[src/rtl/gcp_map.svh]
// Purpose: Offsets, fields, reset values and timing counts of the gauge block
// Assumes: 20 MHz core clock, register port with 7-bit addresses
// Notes: Included by the core module and the testbench
`ifndef GCP_MAP_SVH
`define GCP_MAP_SVH
// -----------------------------------------------------------------------------
// Register offsets
// -----------------------------------------------------------------------------
`define GCP_CTRL_OFS 7'h00
`define GCP_MODE_OFS 7'h01
`define GCP_STATUS_OFS 7'h02
`define GCP_CURR_OFS 7'h03
`define GCP_TEMP_OFS 7'h04
`define GCP_NAC_OFS 7'h05
`define GCP_MLOAD_OFS 7'h06
`define GCP_TEMP_COMPENSATED_CAPACITY_OFS 7'h07
`define GCP_DMFSD_OFS 7'h08
`define GCP_UNLOCK_OFS 7'h6E
`define GCP_INITIAL_CAPACITY_BYTE_OFS 7'h76
`define GCP_PACK_CONFIGURATION_OFS 7'h7C
`define GCP_INITIAL_MAX_LOAD_OFS 7'h7D
`define GCP_DISCHARGE_RATE_COEFFS_OFS 7'h7E
`define GCP_TEMPERATURE_COEFFS_OFS 7'h7F
// -----------------------------------------------------------------------------
// Field positions and command values
// -----------------------------------------------------------------------------
`define GCP_SHIP_BIT 5
`define GCP_FIXED_DISCHARGE_SELECT_BIT 1
`define GCP_FIXED_TEMPERATURE_SELECT_BIT 0
`define GCP_SHIP_CMD 8'hA9
`define GCP_UNLOCK_KEY 8'hDD
`define GCP_DISCHARGE_RATE_COEFFS_FIXED 8'h42
`define GCP_TEMPERATURE_COEFFS_FIXED 8'h7C
`define GCP_KELVIN_BASE 16'd273
`define GCP_SLEEP_CUR_MIN 16'h0001
// -----------------------------------------------------------------------------
// Reset values
// -----------------------------------------------------------------------------
`define GCP_CFG_RST 8'h00
`define GCP_INITIAL_MAX_LOAD_RST 8'h00
`define GCP_INITIAL_CAPACITY_BYTE_RST 8'h00
`define GCP_DMFSD_RST 8'h00
`define GCP_PIN_RST 4'hF
// -----------------------------------------------------------------------------
// Timing: 18 s line-low hold, 43.6 min periodic wake, 20 MHz clock
// -----------------------------------------------------------------------------
`define GCP_CLK_HZ 20000000
`define GCP_LOW_HOLD_MS 18000
`define GCP_WAKE_PERIOD_DS 26160
`define GCP_LOW_HOLD_CYC (`GCP_CLK_HZ / 1000 * `GCP_LOW_HOLD_MS)
`define GCP_WAKE_CYC (64'(`GCP_CLK_HZ) / 64'd10 * 64'(`GCP_WAKE_PERIOD_DS))
`endif

[src/rtl/gcp_pkg.sv]
// Purpose: Types shared by the gauge block
// Assumes: Nothing beyond the map header
// Notes: Power mode states are one-hot
package gcp_pkg;
	typedef enum logic [3:0] {
		GCP_ACTIVE = 4'h1,
		GCP_SLEEP = 4'h2,
		GCP_SHIP = 4'h4,
		GCP_HIBER = 4'h8
	} gcp_mode_t;
endpackage : gcp_pkg

[src/rtl/gcp_core.sv]
// Purpose: Compensation arithmetic, power modes and config-memory unlock
// Assumes: Core clock 20 MHz; measurements arrive as same-domain inputs
// Notes: Communication lines and supply flags are pins, synchronised here
//
// Local design decision: strobed register access.
`timescale 1ns/1ns
`include "gcp_map.svh"
module gcp_core
	import gcp_pkg::*;
#(
	parameter int unsigned LOW_HOLD_CYC = `GCP_LOW_HOLD_CYC,
	parameter longint unsigned WAKE_CYC = `GCP_WAKE_CYC
) (
	input wire logic core_clk,
	input wire logic rst_b,
	input wire logic [6:0] reg_addr,
	input wire logic [7:0] reg_wdata,
	input wire logic reg_wr,
	input wire logic reg_rd,
	output logic [7:0] reg_rdata,
	input wire logic [1:0] comm_line,
	input wire logic supply_above_por,
	input wire logic backup_supply_input,
	input wire logic [15:0] average_current,
	input wire logic [15:0] temp_kelvin,
	input wire logic [15:0] nominal_available_charge,
	input wire logic [15:0] compensation_at_last_learn,
	input wire logic activity_above_filter,
	input wire logic full_reset_req,
	output logic [15:0] max_load_current,
	output logic [15:0] discharge_compensated_capacity,
	output logic [15:0] temp_compensated_capacity,
	output logic gauging_enable,
	output logic full_reset_pulse,
	output logic retain_gauge_ram,
	output logic program_unlocked,
	output logic [3:0] power_mode
);
	// -------------------------------------------------------------------------
	// Helpers
	// -------------------------------------------------------------------------
	// Saturating subtract used by every clamped term
	function automatic logic [31:0] gcp_clamp_sub(input logic [31:0] a, input logic [31:0] b);
		gcp_clamp_sub = (a > b) ? a - b : 32'h0000_0000;
	endfunction : gcp_clamp_sub

	// -------------------------------------------------------------------------
	// Registers
	// -------------------------------------------------------------------------
	logic [7:0] mode_q;
	logic [7:0] unlock_q;
	logic [7:0] initial_capacity_byte_q;
	logic [7:0] pack_configuration_q;
	logic [7:0] initial_max_load_q;
	logic [7:0] discharge_rate_coeffs_q;
	logic [7:0] temperature_coeffs_q;
	logic [7:0] dmfsd_q;
	logic ship_armed_q;
	logic unlocked;

	// Unlock key match; cleared by any other value
	assign unlocked = (unlock_q == `GCP_UNLOCK_KEY);
	assign program_unlocked = unlocked;

	// Writable registers; config memory bytes only while unlocked
	always_ff @(posedge core_clk or negedge rst_b) begin
		if (!rst_b) begin
			mode_q <= `GCP_CFG_RST;
			unlock_q <= `GCP_CFG_RST;
			initial_capacity_byte_q <= `GCP_INITIAL_CAPACITY_BYTE_RST;
			pack_configuration_q <= `GCP_CFG_RST;
			initial_max_load_q <= `GCP_INITIAL_MAX_LOAD_RST;
			discharge_rate_coeffs_q <= `GCP_CFG_RST;
			temperature_coeffs_q <= `GCP_CFG_RST;
			dmfsd_q <= `GCP_DMFSD_RST;
		end else if (reg_wr) begin
			if (reg_addr == `GCP_MODE_OFS) begin
				mode_q <= reg_wdata;
			end else if (reg_addr == `GCP_UNLOCK_OFS) begin
				unlock_q <= reg_wdata;
			end else if (unlocked && reg_addr == `GCP_INITIAL_CAPACITY_BYTE_OFS) begin
				initial_capacity_byte_q <= reg_wdata;
			end else if (unlocked && reg_addr == `GCP_DMFSD_OFS) begin
				dmfsd_q <= reg_wdata;
			end else if (unlocked && reg_addr == `GCP_PACK_CONFIGURATION_OFS) begin
				pack_configuration_q <= reg_wdata;
			end else if (unlocked && reg_addr == `GCP_INITIAL_MAX_LOAD_OFS) begin
				initial_max_load_q <= reg_wdata;
			end else if (unlocked && reg_addr == `GCP_DISCHARGE_RATE_COEFFS_OFS) begin
				discharge_rate_coeffs_q <= reg_wdata;
			end else if (unlocked && reg_addr == `GCP_TEMPERATURE_COEFFS_OFS) begin
				temperature_coeffs_q <= reg_wdata;
			end
		end
	end

	// -------------------------------------------------------------------------
	// Discharge and temperature compensation
	// -------------------------------------------------------------------------
	logic [7:0] discharge_rate_coeffs_eff;
	logic [7:0] temperature_coeffs_eff;
	logic [5:0] discharge_comp_gain;
	logic [1:0] discharge_comp_threshold;
	logic [3:0] temp_comp_gain;
	logic [3:0] temp_comp_offset;
	logic [15:0] full_cap;
	logic [15:0] thr;
	logic [31:0] discharge_compensation_w;
	logic [31:0] excess_w;
	logic [31:0] discharge_compensated_capacity_w;
	logic [31:0] kdiff_w;
	logic [31:0] temperature_compensation_w;
	logic [31:0] temp_compensated_capacity_w;

	assign discharge_rate_coeffs_eff = pack_configuration_q[`GCP_FIXED_DISCHARGE_SELECT_BIT] ? `GCP_DISCHARGE_RATE_COEFFS_FIXED : discharge_rate_coeffs_q;
	assign temperature_coeffs_eff = pack_configuration_q[`GCP_FIXED_TEMPERATURE_SELECT_BIT] ? `GCP_TEMPERATURE_COEFFS_FIXED : temperature_coeffs_q;
	assign discharge_comp_gain = discharge_rate_coeffs_eff[7:2];
	assign discharge_comp_threshold = discharge_rate_coeffs_eff[1:0];
	assign temp_comp_gain = temperature_coeffs_eff[7:4];
	assign temp_comp_offset = temperature_coeffs_eff[3:0];
	assign full_cap = {initial_capacity_byte_q, 8'h00};
	// Threshold select decode
	assign thr = (discharge_comp_threshold == 2'b00) ? 16'h0000 :
		(discharge_comp_threshold == 2'b01) ? {1'b0, full_cap[15:1]} :
		(discharge_comp_threshold == 2'b10) ? {2'b00, full_cap[15:2]} :
		{3'b000, full_cap[15:3]};
	// Gain times excess current over 256, clamped at zero
	assign discharge_compensation_w = (32'(discharge_comp_gain) *
		gcp_clamp_sub(32'(average_current), 32'(thr))) >> 8;
	assign excess_w = gcp_clamp_sub(discharge_compensation_w, 32'(compensation_at_last_learn));
	assign discharge_compensated_capacity_w = gcp_clamp_sub(32'(nominal_available_charge), excess_w);
	// Offset above 273 K, also the cold learning limit
	assign kdiff_w = gcp_clamp_sub(32'(`GCP_KELVIN_BASE) + 32'(temp_comp_offset),
		32'(temp_kelvin));
	assign temperature_compensation_w = (32'(temp_comp_gain) * 32'(initial_capacity_byte_q) * kdiff_w) >> 2;
	assign temp_compensated_capacity_w = gcp_clamp_sub(discharge_compensated_capacity_w, temperature_compensation_w);

	// Results held in flops
	always_ff @(posedge core_clk or negedge rst_b) begin
		if (!rst_b) begin
			discharge_compensated_capacity <= 16'h0000;
			temp_compensated_capacity <= 16'h0000;
		end else begin
			discharge_compensated_capacity <= discharge_compensated_capacity_w[15:0];
			temp_compensated_capacity <= temp_compensated_capacity_w[15:0];
		end
	end

	// -------------------------------------------------------------------------
	// Pin synchronisers
	// -------------------------------------------------------------------------
	logic [3:0] s1_q;
	logic [3:0] s2_q;
	logic [3:0] s3_q;
	logic [3:0] pin_q;
	logic line_low;
	logic lines_high;
	logic any_high;
	logic por_ok;
	logic rbi_ok;

	// Three stages from idle levels; a change counts once two and three agree
	always_ff @(posedge core_clk or negedge rst_b) begin
		if (!rst_b) begin
			s1_q <= `GCP_PIN_RST;
			s2_q <= `GCP_PIN_RST;
			s3_q <= `GCP_PIN_RST;
			pin_q <= `GCP_PIN_RST;
		end else begin
			s1_q <= {backup_supply_input, supply_above_por, comm_line};
			s2_q <= s1_q;
			s3_q <= s2_q;
			pin_q <= (s2_q & s3_q) | (pin_q & (s2_q | s3_q));
		end
	end
	assign line_low = ~&pin_q[1:0];
	assign lines_high = &pin_q[1:0];
	assign any_high = |pin_q[1:0];
	assign por_ok = pin_q[2];
	assign rbi_ok = pin_q[3];

	// -------------------------------------------------------------------------
	// Power mode machine
	// -------------------------------------------------------------------------
	gcp_mode_t mode_st_q;
	gcp_mode_t mode_st_d;
	logic [31:0] low_cnt_q;
	logic [35:0] wake_cnt_q;
	logic ship_cmd;
	logic quiet;
	logic low_done;
	logic wake_due;
	logic rst_pulse_d;

	assign ship_cmd = reg_wr && reg_addr == `GCP_CTRL_OFS && reg_wdata == `GCP_SHIP_CMD &&
		mode_q[`GCP_SHIP_BIT];
	// Zero filter threshold falls back to near-zero average current
	assign quiet = !activity_above_filter && ((dmfsd_q[7:4] != 4'h0) ||
		(average_current < `GCP_SLEEP_CUR_MIN));
	assign low_done = (low_cnt_q >= LOW_HOLD_CYC - 1);
	assign wake_due = (wake_cnt_q >= WAKE_CYC - 1);

	// Next mode
	always_comb begin
		mode_st_d = mode_st_q;
		rst_pulse_d = 1'b0;
		case (mode_st_q)
			GCP_ACTIVE: begin
				if (!por_ok) begin
					mode_st_d = GCP_HIBER;
				end else if (ship_armed_q && low_done && line_low) begin
					mode_st_d = GCP_SHIP;
				end else if (low_done && quiet) begin
					mode_st_d = GCP_SLEEP;
				end
			end
			GCP_SLEEP: begin
				if (!por_ok) begin
					mode_st_d = GCP_HIBER;
				end else if (lines_high || wake_due) begin
					mode_st_d = GCP_ACTIVE;
				end
			end
			GCP_SHIP: begin
				if (!por_ok) begin
					mode_st_d = GCP_HIBER;
				end else if (lines_high) begin
					mode_st_d = GCP_ACTIVE;
					rst_pulse_d = 1'b1;
				end else if (any_high) begin
					mode_st_d = quiet ? GCP_SLEEP : GCP_ACTIVE;
					rst_pulse_d = 1'b1;
				end
			end
			GCP_HIBER: begin
				if (por_ok) begin
					mode_st_d = GCP_ACTIVE;
					rst_pulse_d = !rbi_ok;
				end
			end
			default: begin
				mode_st_d = GCP_ACTIVE;
			end
		endcase
	end

	// Mode register, counters and ship arming
	always_ff @(posedge core_clk or negedge rst_b) begin
		if (!rst_b) begin
			mode_st_q <= GCP_ACTIVE;
			low_cnt_q <= 32'h0000_0000;
			wake_cnt_q <= 36'h0_0000_0000;
			ship_armed_q <= 1'b0;
			full_reset_pulse <= 1'b0;
		end else begin
			mode_st_q <= mode_st_d;
			full_reset_pulse <= rst_pulse_d;
			// Armed transients do not restart the count
			if (!line_low && !ship_armed_q) begin
				low_cnt_q <= 32'h0000_0000;
			end else if (mode_st_q != GCP_ACTIVE || mode_st_d != GCP_ACTIVE) begin
				low_cnt_q <= 32'h0000_0000;
			end else if (line_low && !low_done) begin
				low_cnt_q <= low_cnt_q + 32'h0000_0001;
			end
			if (mode_st_q == GCP_SLEEP && !wake_due) begin
				wake_cnt_q <= wake_cnt_q + 36'h0_0000_0001;
			end else begin
				wake_cnt_q <= 36'h0_0000_0000;
			end
			if (ship_cmd) begin
				ship_armed_q <= 1'b1;
			end else if (mode_st_q == GCP_SHIP || rst_pulse_d) begin
				ship_armed_q <= 1'b0;
			end
		end
	end

	// -------------------------------------------------------------------------
	// Learned max load
	// -------------------------------------------------------------------------
	// Reload on reset paths, grow on larger current
	always_ff @(posedge core_clk or negedge rst_b) begin
		if (!rst_b) begin
			max_load_current <= 16'h0000;
		end else if (full_reset_req || full_reset_pulse) begin
			max_load_current <= {8'h00, initial_max_load_q};
		end else if (mode_st_q == GCP_ACTIVE && average_current > max_load_current) begin
			max_load_current <= average_current;
		end
	end

	assign gauging_enable = (mode_st_q == GCP_ACTIVE);
	assign retain_gauge_ram = rbi_ok;
	assign power_mode = mode_st_q;

	// -------------------------------------------------------------------------
	// Read path
	// -------------------------------------------------------------------------
	logic [7:0] rd_mux;
	assign rd_mux = (reg_addr == `GCP_MODE_OFS) ? mode_q :
		(reg_addr == `GCP_STATUS_OFS) ? {3'b000, ship_armed_q, mode_st_q} :
		(reg_addr == `GCP_CURR_OFS) ? max_load_current[15:8] :
		(reg_addr == `GCP_NAC_OFS) ? discharge_compensated_capacity[15:8] :
		(reg_addr == `GCP_TEMP_COMPENSATED_CAPACITY_OFS) ? temp_compensated_capacity[15:8] :
		(reg_addr == `GCP_MLOAD_OFS) ? max_load_current[7:0] :
		(reg_addr == `GCP_DMFSD_OFS) ? dmfsd_q :
		(reg_addr == `GCP_UNLOCK_OFS) ? unlock_q :
		(reg_addr == `GCP_INITIAL_CAPACITY_BYTE_OFS) ? initial_capacity_byte_q :
		(reg_addr == `GCP_PACK_CONFIGURATION_OFS) ? pack_configuration_q :
		(reg_addr == `GCP_INITIAL_MAX_LOAD_OFS) ? initial_max_load_q :
		(reg_addr == `GCP_DISCHARGE_RATE_COEFFS_OFS) ? discharge_rate_coeffs_q :
		(reg_addr == `GCP_TEMPERATURE_COEFFS_OFS) ? temperature_coeffs_q : 8'h00;

	// Read data valid the cycle after the strobe
	always_ff @(posedge core_clk or negedge rst_b) begin
		if (!rst_b) begin
			reg_rdata <= 8'h00;
		end else if (reg_rd) begin
			reg_rdata <= rd_mux;
		end else begin
			reg_rdata <= 8'h00;
		end
	end

	// -------------------------------------------------------------------------
	// Checks
	// -------------------------------------------------------------------------
	fix_dis_a: assert property (@(posedge core_clk) disable iff (!rst_b)
		pack_configuration_q[1] |-> discharge_comp_gain == 6'h10 && discharge_comp_threshold == 2'b10)
		else $error("fixed discharge coefficients wrong");
	fix_tmp_a: assert property (@(posedge core_clk) disable iff (!rst_b)
		pack_configuration_q[0] |-> temp_comp_gain == 4'h7 && temp_comp_offset == 4'hC)
		else $error("fixed temperature coefficients wrong");
	discharge_compensated_capacity_bound_a: assert property (@(posedge core_clk) disable iff (!rst_b)
		discharge_compensated_capacity <= $past(nominal_available_charge))
		else $error("compensated capacity above nominal");
	temp_compensated_capacity_bound_a: assert property (@(posedge core_clk) disable iff (!rst_b)
		temp_compensated_capacity <= discharge_compensated_capacity || $changed(nominal_available_charge)
		|| $changed(temp_kelvin) || $changed(average_current))
		else $error("temperature capacity above discharge capacity");
	load_reset_a: assert property (@(posedge core_clk) disable iff (!rst_b)
		full_reset_req |=> max_load_current == {8'h00, $past(initial_max_load_q)})
		else $error("max load not reloaded");
	sleep_wake_a: assert property (@(posedge core_clk) disable iff (!rst_b)
		mode_st_q == GCP_SLEEP && lines_high && por_ok |=> mode_st_q == GCP_ACTIVE)
		else $error("sleep not left on high lines");
	ship_exit_a: assert property (@(posedge core_clk) disable iff (!rst_b)
		mode_st_q == GCP_SHIP && por_ok && any_high |=> full_reset_pulse)
		else $error("ship exit without full reset");
	hiber_a: assert property (@(posedge core_clk) disable iff (!rst_b)
		!por_ok |=> mode_st_q == GCP_HIBER)
		else $error("hibernate not entered");
endmodule : gcp_core

[config.mk]
export PLATFORM = sky130hd
export DESIGN_NAME = gcp_core
export DESIGN_NICKNAME = d
export VERILOG_FILES = /design/src/rtl/gcp_pkg.sv /design/src/rtl/gcp_core.sv
export VERILOG_INCLUDE_DIRS = /design/src /design/src/rtl
export SDC_FILE = /design/constraint.sdc
export NUM_CORES = 1
export LEC_CHECK = 0
export BUFFER_PORTS_ARGS = -buffer_cell sky130_fd_sc_hd__clkbuf_2
export CAP_MARGIN = 20
export CORE_MARGIN = 10
export CORE_UTILIZATION = 40
export CTS_BUF_LIST = sky130_fd_sc_hd__clkbuf_4
export DETAILED_ROUTE_END_ITERATION = 8
export PLACE_DENSITY = 0.68
export SYNTH_ARGS = -nofsm -noshare
export SYNTH_HDL_FRONTEND = slang
export SYNTH_SLANG_ARGS = --single-unit
[constraint.sdc]
create_clock -name core_clk -period 17.6 [get_ports core_clk]
set_clock_uncertainty 0.1 [all_clocks]
set_input_delay 2.64 -clock core_clk [delete_from_list [all_inputs] [get_ports core_clk]]
set_output_delay 2.64 -clock core_clk [all_outputs]
set_load 0.05 [all_outputs]
==> flow_summary.toml, run 1 <==
[outcome]
status = "complete, no violations"

[setup_path]
worstSetupStartpoint = "average_current[7]"
crit_path_end = "temp_compensated_capacity[4]$_DFF_PN0_"
crit_top_cell = "ha_1"
path_depth = 54
path_buf_inv = 4
crit_slowest_cell = "o21ai_1"
cp.required_ns = 18.00
r2r-end = "temp_compensated_capacity[4]$_DFF_PN0_"
setup.worst_path.start_class = "input port"
cpPeakStageDelay_ns = 0.68
arrival_ns = 16.36
reg2regPathDepth = 57
timing.rr.start = "pack_configuration_q[1]$_DFFE_PN0P_"
crit_type = "input port to flip-flop"
end_kind = "flip-flop"
worst-r2r-setup-slack_ns = 2.58
crit_fanout = 23
path_delay_family = "compound AO/OA/AOI/OAI gates"

[synth]
syn_inst = 2757
synth_ff_type = "dfrtp_1"
ys_ff_latch = 210
netlist_area_um2 = 25000
yosysTopAreaCellShare = 0.229
syn_area_per_cell_um2 = 9.07
synth_area_leaders = "fa_1 (23%), dfrtp_1 (19%), ha_1 (9.4%)"
async_flop_share = 1.00
synth_edf_count = 0
yosys_warnings = 0
ys_seq_area_frac = 0.211
synth_top_cell_by_area = "fa_1"
synth_cell_type_count = 92

[job]
cap_violations = 0

[cts]
insertion_delay_ns = 0.75
cts_buffers = 58
htreeDepth = 2
ctsResizeCount = 0
cts_hold_buffers = 0
cts-root-buf = "clkbuf_4"
clockBufferDepth = 3
cts_tree = "yes"
path_clk_slew_ns = 0.07
cts_setup_buffers = 0
cts.sinks = 210

[drt]
finalWirelength_um = 65700
via_per_inst = 5.19
ant_nets = 0
wire_per_inst_um = 17.1
drc_errors = 0
drt_first_pass_iters = 6
vias = 20000
detailedRoute.firstIterationViolations = 1340

[final_layout]
drive_above_1_share = 0.134
stdcell_count = 3843
final_nets = 3514
syn2layout_area_growth_pct = 10.3

[sta]
tightest_slew_ns = 1.06
slew_headroom = 0.291
hold_viol = 0
post-route-min-period_ns = 15.96
period_share = 0.907
max_freq_mhz = 62.6
slew_violations = 0
finalSetupViolCount = 0
rsz0062_at_grt = "no"
tns_ns = 0

[global_routing]
grt_pass1_wl_um = 108000
grt_max_degree = 97
antenna_found_initial = 7
grt_pass1_vias = 20300
grt_usage = 0.180
overflow = 0

[power]
p_leak_nw = 13.6
power.density_nw_per_um2 = 61.5
ir_drop_mv = 0.0430

[placed_design]
dp_hpwl_um = 53900
place.gp.congestion = 0.923
place_inst = 3727
portBuffers = 152

[floorplanning]
die_w_um = 270
core_um2 = 61800
die-area_um2 = 72900
die_h_um = 270
io_pins = 153
rows = 91
initial_core_util = 0.404

[hold_path]
min_path_type = "flip-flop to flip-flop"
-- placed cells by master (no fill, tap or decap), types with 36 or more instances in the layout --
master | Yosys | final
dfrtp_1 | 193 | 193
nor2b_1 | 36 | 36
inv_1 | 357 | 357
nand2b_1 | 44 | 44
xor2_1 | 75 | 75
o21ai_0 | 81 | 81
fa_1 | 286 | 286
mux2_2 | 63 | 63
and3_1 | 39 | 39
a21o_1 | 39 | 39
nand2_1 | 290 | 290
nor2_1 | 309 | 309
clkbuf_2 | 0 | 151
xnor2_1 | 77 | 77
conb_1 | 2 | 55
and2_1 | 54 | 54
clkbuf_4 | 0 | 85
a21oi_1 | 102 | 102
nand3_1 | 39 | 39
ha_1 | 187 | 187
-- metal layers --
layer	global-route usage	up-vias	part of all wire
met5	0	-	0.00062
met4	0.0378	6	0.018
met3	0.0343	90	0.059
met2	0.290	525	0.46
met1	0.248	9821	0.46
li1	-	9511	-
-- synth_stat cells (all sizes together), types with 62 or more instances --
library cell	n
dfrtp	193
clkbuf	62
ha	187
inv	357
xor2	75
mux2	64
o21ai	89
xnor2	77
nand2	291
a21oi	104
fa	286
nor2	309
-- cells by family after synthesis --
group                      synth area share
other                              0.000300
muxes                                0.0478
AOI/OAI and AO/OA                     0.112
adders and majority gates             0.325
buffers and inverters                0.0675
and+or+nand+nor                       0.183
xor gates and xnor gates             0.0533
DFF                                   0.211
-- per-stage QoR --
stage,instance area (um2),worst slack (ns),total power [mW],util,hold WS [ns]
2_1_floorplan,25200,3.16,1.05,-,0.245
3_3_place_gp,26800,1.48,1.23,0.433,0.246
3_5_place_dp,26800,1.16,1.23,0.433,0.247
4_1_cts,27600,1.80,1.71,0.446,0.257
5_1_grt,27600,0.545,1.81,0.446,0.252
6_report,27600,1.64,1.70,0.446,0.257
-- registers in the layout, indices dropped and copies added (netlist names), 4 cells and up --
| name | cells |
|---|---|
| pin_q | 4 |
| max_load_current | 16 |
| wake_cnt_q | 36 |
| low_cnt_q | 32 |
| temperature_coeffs_q | 8 |
| reg_rdata | 8 |
| s2_q | 4 |
| s1_q | 4 |
| pack_configuration_q | 8 |
| temp_compensated_capacity | 16 |
| discharge_rate_coeffs_q | 8 |
| initial_max_load_q | 8 |
| dmfsd_q | 8 |
| mode_q | 8 |
| s3_q | 4 |
| initial_capacity_byte_q | 8 |
| power_mode | 4 |
| discharge_compensated_capacity | 16 |
| unlock_q | 8 |
-- how the worst min path moves through the flow --
stage	start	endpoint	slack, ns	cells after the start
after floorplan	s1_q[0]$_DFF_PN1_	s2_q[0]$_DFF_PN1_	0.25	0
after global placement	s1_q[1]$_DFF_PN1_	s2_q[1]$_DFF_PN1_	0.25	0
after detailed placement	s1_q[1]$_DFF_PN1_	s2_q[1]$_DFF_PN1_	0.25	0
after CTS	s1_q[1]$_DFF_PN1_	s2_q[1]$_DFF_PN1_	0.26	0
after global routing	s1_q[3]$_DFF_PN1_	s2_q[3]$_DFF_PN1_	0.25	0
final	s1_q[1]$_DFF_PN1_	s2_q[1]$_DFF_PN1_	0.26	0
-- report_power, final --
group | switching, mW | internal, mW | leakage, nW
Combinational | 0.417 | 0.234 | 10.3
Clock | 0.220 | 0.249 | 0.471
Sequential | 0.0569 | 0.520 | 2.81
Total | 0.694 | 1.00 | 13.6
-- layout make-up --
type | count | area (um2)
Fill cell | 6074 | 34200
Multi-Input combinational cell | 2159 | 18200
Sequential cell | 210 | 5280
Inverter | 357 | 1340
Tap cell | 837 | 1050
Timing Repair Buffer | 166 | 875
Clock buffer | 83 | 623
Clock inverter | 27 | 173
Antenna cell | 4 | 10.0
Note: power is estimated with default switching activity, not from simulation.
==> inputs of run 2 (changes only) <==
--- a/config.mk
+++ b/config.mk
@@ -12,7 +12,7 @@
 export CORE_UTILIZATION = 40
 export CTS_BUF_LIST = sky130_fd_sc_hd__clkbuf_4
 export DETAILED_ROUTE_END_ITERATION = 8
-export PLACE_DENSITY = 0.68
+export PLACE_DENSITY = 0.64
 export SYNTH_ARGS = -nofsm -noshare
 export SYNTH_HDL_FRONTEND = slang
 export SYNTH_SLANG_ARGS = --single-unit
==> run 2 against run 1 <==
Compared with the run above: sequential cell count is the same; clock-buffer cell count grew 6; total power is essentially flat.
==> flow_summary.toml, run 2 (synthesized netlist as in run 1, its figures left out) <==
[floorplanning]
initial_core_util = 0.404
core_um2 = 61800
die_h_um = 270
die_w_um = 270
rows = 91
die-area_um2 = 72900
io_pins = 153

[global_routing]
antenna_found_initial = 4
grt_pass1_vias = 20300
grt_max_degree = 89
grt_usage = 0.182
overflow = 0
grt_pass1_wl_um = 109000

[setup_path]
cp.required_ns = 18.07
crit_fanout = 23
cpPeakStageDelay_ns = 0.67
setup.worst_path.start_class = "input port"
end_kind = "flip-flop"
worst-r2r-setup-slack_ns = 2.64
crit_type = "input port to flip-flop"
crit_slowest_cell = "o21ai_1"
arrival_ns = 16.30

[power]
power.density_nw_per_um2 = 61.6
ir_drop_mv = 0.0434
internal_power_uw = 1000
switching_share = 0.411
comb_power_share = 0.386
power_switching_uw = 696
p_leak_nw = 13.6
power.share.sequential = 0.340
total_power_mw = 1.70
clkPwrFrac = 0.274

[sta]
slew_violations = 0
hold_viol = 0
tns_ns = 0
period_share = 0.900
post-route-min-period_ns = 15.84
slew_headroom = 0.253
max_freq_mhz = 63.1
tightest_slew_ns = 1.12
rsz0062_at_grt = "no"
finalSetupViolCount = 0

[drt]
detailedRoute.firstIterationViolations = 1220
wire_per_inst_um = 17.3
finalWirelength_um = 66500
drt_first_pass_iters = 7
drc_errors = 0
vias = 19900
ant_nets = 0
via_per_inst = 5.18

[final_layout]
final_common_cell = "inv_1"
final_cell_mix = "inv_1 (357), nor2_1 (309), nand2_1 (290)"
top_regs = "wake_cnt_q x36, low_cnt_q x32"
largest_reg_flops = 36
fillers = 6095
drive_above_1_share = 0.136
final_nets = 3512
syn2layout_area_growth_pct = 10.3
regMostFlops = "wake_cnt_q"

[cts]
cts_tree = "yes"
insertion_delay_ns = 0.80
ctsResizeCount = 0
cts-root-buf = "clkbuf_4"
cts.sinks = 210
path_clk_slew_ns = 0.07
cts_buffers = 56
cts_setup_buffers = 0
htreeDepth = 2
clockBufferDepth = 3
cts_hold_buffers = 0

[placed_design]
dp_hpwl_um = 54700
portBuffers = 152
place.gp.congestion = 0.904

[job]
cap_violations = 0

[outcome]
status = "complete, no violations"

[hold_path]
min_path_type = "flip-flop to flip-flop"
[run 2: changes by cell type in the layout (fill, tap and decap cells not counted), sizes merged]
cell | previous run | this run
buf | 12 | 14
bufinv | 2 | 1
clkbuf | 237 | 241
clkinv | 25 | 12
clkinvlp | 0 | 1
inv | 357 | 358
[run 2: metal layers]
metal  global-route usage  routed length [um]  vias up
met5                    0                  13        -
met4               0.0478                1380        2
met3               0.0407                4460       90
met2                0.293               30600      502
met1                0.244               30000     9800
li1                     -                   -     9484
[run 2: worst max-delay path, delay by kind of cell]
family	cells	cell delay, ns
buffers and inverters	4	0.30
AOI/OAI and AO/OA	26	7.08
and+or+nand+nor	14	2.55
xor gates and xnor gates	1	0.09
adders and majority gates	9	3.64
[run 2: final timing paths]
path,cells past startpoint,end,from
min in group asynchronous,1,low_cnt_q[25]$_DFFE_PN0P_,rst_b
max in group asynchronous,2,temp_compensated_capacity[6]$_DFF_PN0_,rst_b
worst max-delay path,54,temp_compensated_capacity[10]$_DFF_PN0_,average_current[7]
worst min register to register,0,s2_q[2]$_DFF_PN1_,s1_q[2]$_DFF_PN1_
worst min-delay path,0,s2_q[2]$_DFF_PN1_,s1_q[2]$_DFF_PN1_
worst max register to register,56,temp_compensated_capacity[10]$_DFF_PN0_,pack_configuration_q[1]$_DFFE_PN0P_
[run 2: metrics by stage]
stage | std cells | hold slack [ns] | utilization | worst slack [ns] | instance area, um2
floorplan | 2810 | 0.245 | - | 3.16 | 25200
global placement | 3729 | 0.247 | 0.433 | 1.53 | 26800
detailed placement | 3729 | 0.247 | 0.433 | 1.17 | 26800
CTS | 3833 | 0.252 | 0.446 | 1.90 | 27500
global route | 3837 | 0.252 | 0.446 | 0.572 | 27600
finish | 3837 | 0.255 | 0.446 | 1.76 | 27600
[run 2: final cells by class]
class | instances | area (um2) | share of cell area
well taps | 837 | 1050 | 0.0380
flip-flops and latches | 210 | 5280 | 0.191
diodes | 4 | 10.0 | 0.000363
clock buffers | 89 | 668 | 0.0242
clock inverters | 15 | 104 | 0.00377
inverters | 357 | 1340 | 0.0486
repair buffers | 166 | 875 | 0.0317
multi-input cells | 2159 | 18200 | 0.662
[run 2: power groups by stage]
stage / clock (mW) / combinational [mW] / sequential (mW)
2_1_floorplan: 0 / 0.400 / 0.646
3_3_place_gp: 0 / 0.652 / 0.583
3_5_place_dp: 0 / 0.655 / 0.581
4_1_cts: 0.477 / 0.659 / 0.573
5_1_grt: 0.505 / 0.726 / 0.579
6_report: 0.465 / 0.654 / 0.577
==> inputs of run 3 (changes only) <==
--- a/config.mk
+++ b/config.mk
@@ -10,7 +10,6 @@
 export CAP_MARGIN = 20
 export CORE_MARGIN = 10
 export CORE_UTILIZATION = 40
-export CTS_BUF_LIST = sky130_fd_sc_hd__clkbuf_4
 export DETAILED_ROUTE_END_ITERATION = 8
 export PLACE_DENSITY = 0.64
 export SYNTH_ARGS = -nofsm -noshare
==> run 3 against run 2 <==
Compared with the run above: routed wire length decreased by 0.15%; combinational power about the same; clock-buffer cell count decreased by 57; worst setup slack got worse by 0.17 ns; highest routed layer unchanged; non-clock buffer count unchanged; maximum frequency decreased by 1.1%; via count decreased by 1.1%; sequential cell count unchanged; global-route usage decreased by 0.14 points; sequential share of layout area about the same.
==> flow_summary.toml, run 3 (synthesized netlist as in run 1, its figures left out) <==
[sta]
slew_violations = 0
hold_viol = 0
post-route-min-period_ns = 16.01
tns_ns = 0
tightest_slew_ns = 1.10
slew_headroom = 0.263
finalSetupViolCount = 0
max_freq_mhz = 62.5
rsz0062_at_grt = "no"
period_share = 0.910

[cts]
insertion_delay_ns = 0.55
clockBufferDepth = 3
cts.sinks = 210
cts_hold_buffers = 0
htreeDepth = 1
cts_buffers = 24
cts_setup_buffers = 0
path_clk_slew_ns = 0.06
cts_tree = "yes"
ctsResizeCount = 0
cts-root-buf = "clkbuf_16"

[drt]
via_per_inst = 5.21
drc_errors = 0
vias = 19700
drt_first_pass_iters = 5
detailedRoute.firstIterationViolations = 1215
finalWirelength_um = 66400
wire_per_inst_um = 17.6
ant_nets = 0

[final_layout]
top_regs = "wake_cnt_q x36, low_cnt_q x32"
final_common_cell = "inv_1"
final_cell_mix = "inv_1 (357), nor2_1 (309), nand2_1 (290)"
final_nets = 3480
regMostFlops = "wake_cnt_q"
fillers = 6064
largest_reg_flops = 36
syn2layout_area_growth_pct = 10.3
finalInstanceArea_um2 = 27600
drive_above_1_share = 0.120

[hold_path]
min_path_cells = 0
min_path_type = "flip-flop to flip-flop"

[floorplanning]
die_h_um = 270
io_pins = 153
die_w_um = 270
rows = 91
core_um2 = 61800
initial_core_util = 0.404
die-area_um2 = 72900

[setup_path]
setup.worst_path.start_class = "input port"
end_kind = "flip-flop"
reg2regPathDepth = 57
crit_top_cell = "ha_1"
cpPeakStageDelay_ns = 0.65
arrival_ns = 16.29
crit_slowest_cell = "o21ai_1"
crit_type = "input port to flip-flop"
crit_fanout = 23
cp.required_ns = 17.88

[global_routing]
grt_max_degree = 89
grt_pass1_vias = 20100
antenna_found_initial = 2
overflow = 0
grt_pass1_wl_um = 108000
grt_usage = 0.181

[power]
comb_power_share = 0.378
internal_power_mw = 1.04
power.density_nw_per_um2 = 62.8
power.share.sequential = 0.333
ir_drop_mv = 0.0718
power_switching_uw = 694
p_leak_nw = 13.5
switching_share = 0.401
clkPwrFrac = 0.289

[placed_design]
portBuffers = 152
dpl-instance-area_um2 = 26800
dp_hpwl_um = 54700
place.gp.congestion = 0.904

[outcome]
status = "complete, no violations"

[job]
cap_violations = 0
==> run 3: cell types whose count changed in the layout (fill, tap and decap cells not counted), moves of 2 or more <==
cell | before | now
clkbuf_4 | 89 | 0
clkbuf_16 | 0 | 24
clkbuf_8 | 1 | 8
clkinv_1 | 7 | 0
diode_2 | 4 | 1
clkinv_2 | 4 | 6
clkinv_8 | 0 | 2
==> run 3: path summary, 6_finish.rpt <==
| check | slack (ns) | endpoint | start |
|---|---|---|---|
| max in group asynchronous | 13.82 | temp_compensated_capacity[6]$_DFF_PN0_ | rst_b |
| setup reg to reg | 2.67 | temp_compensated_capacity[2]$_DFF_PN0_ | pack_configuration_q[1]$_DFFE_PN0P_ |
| setup / recovery | 1.59 | temp_compensated_capacity[2]$_DFF_PN0_ | average_current[7] |
| hold reg to reg | 0.25 | s2_q[3]$_DFF_PN1_ | s1_q[3]$_DFF_PN1_ |
| hold / removal | 0.25 | s2_q[3]$_DFF_PN1_ | s1_q[3]$_DFF_PN1_ |
| min in group asynchronous | 2.03 | low_cnt_q[27]$_DFFE_PN0P_ | rst_b |
==> run 3: metrics by stage <==
stage	hold WS [ns]	total power [mW]	setup slack, ns	cells	util
after floorplan	0.245	1.05	3.16	2810	-
after global placement	0.247	1.23	1.53	3729	0.433
after detailed placement	0.247	1.24	1.17	3729	0.433
after CTS	0.255	1.74	1.65	3773	0.446
after global routing	0.257	1.84	0.320	3774	0.446
final	0.255	1.73	1.59	3774	0.446
==> run 3: critical path: cells and delay by family <==
| kind | cells | cell delay, ns |
|---|---|---|
| buffers and inverters | 4 | 0.30 |
| adders and majority gates | 9 | 3.65 |
| and+or+nand+nor | 14 | 2.55 |
| AOI/OAI and AO/OA | 26 | 7.05 |
| xor gates and xnor gates | 1 | 0.09 |
==> run 3: power groups by stage <==
stage / logic [mW] / clock network, mW / registers [mW]
final: 0.654 / 0.500 / 0.577
after CTS: 0.659 / 0.506 / 0.573
after detailed placement: 0.655 / 0 / 0.581
after global placement: 0.652 / 0 / 0.583
after global routing: 0.726 / 0.530 / 0.579
after floorplan: 0.400 / 0 / 0.646
==> run 3: area by class of cell <==
class                           count  area (um2)  area share
Clock buffer                       32         701      0.0254
Sequential cell                   210        5280       0.191
Clock inverter                     12        97.6     0.00354
Timing Repair Buffer              166         875      0.0317
Tap cell                          837        1050      0.0380
Inverter                          357        1340      0.0486
Multi-Input combinational cell   2159       18200       0.661
Antenna cell                        1        2.50   0.0000907
==> run 3: per-layer routing <==
metal / vias up / GRT usage / wire (um)
met3: 79 / 0.0366 / 4370
met4: 2 / 0.0442 / 1540
met1: 9703 / 0.244 / 29800
li1: 9371 / - / -
met5: - / 0 / 13
met2: 512 / 0.293 / 30700
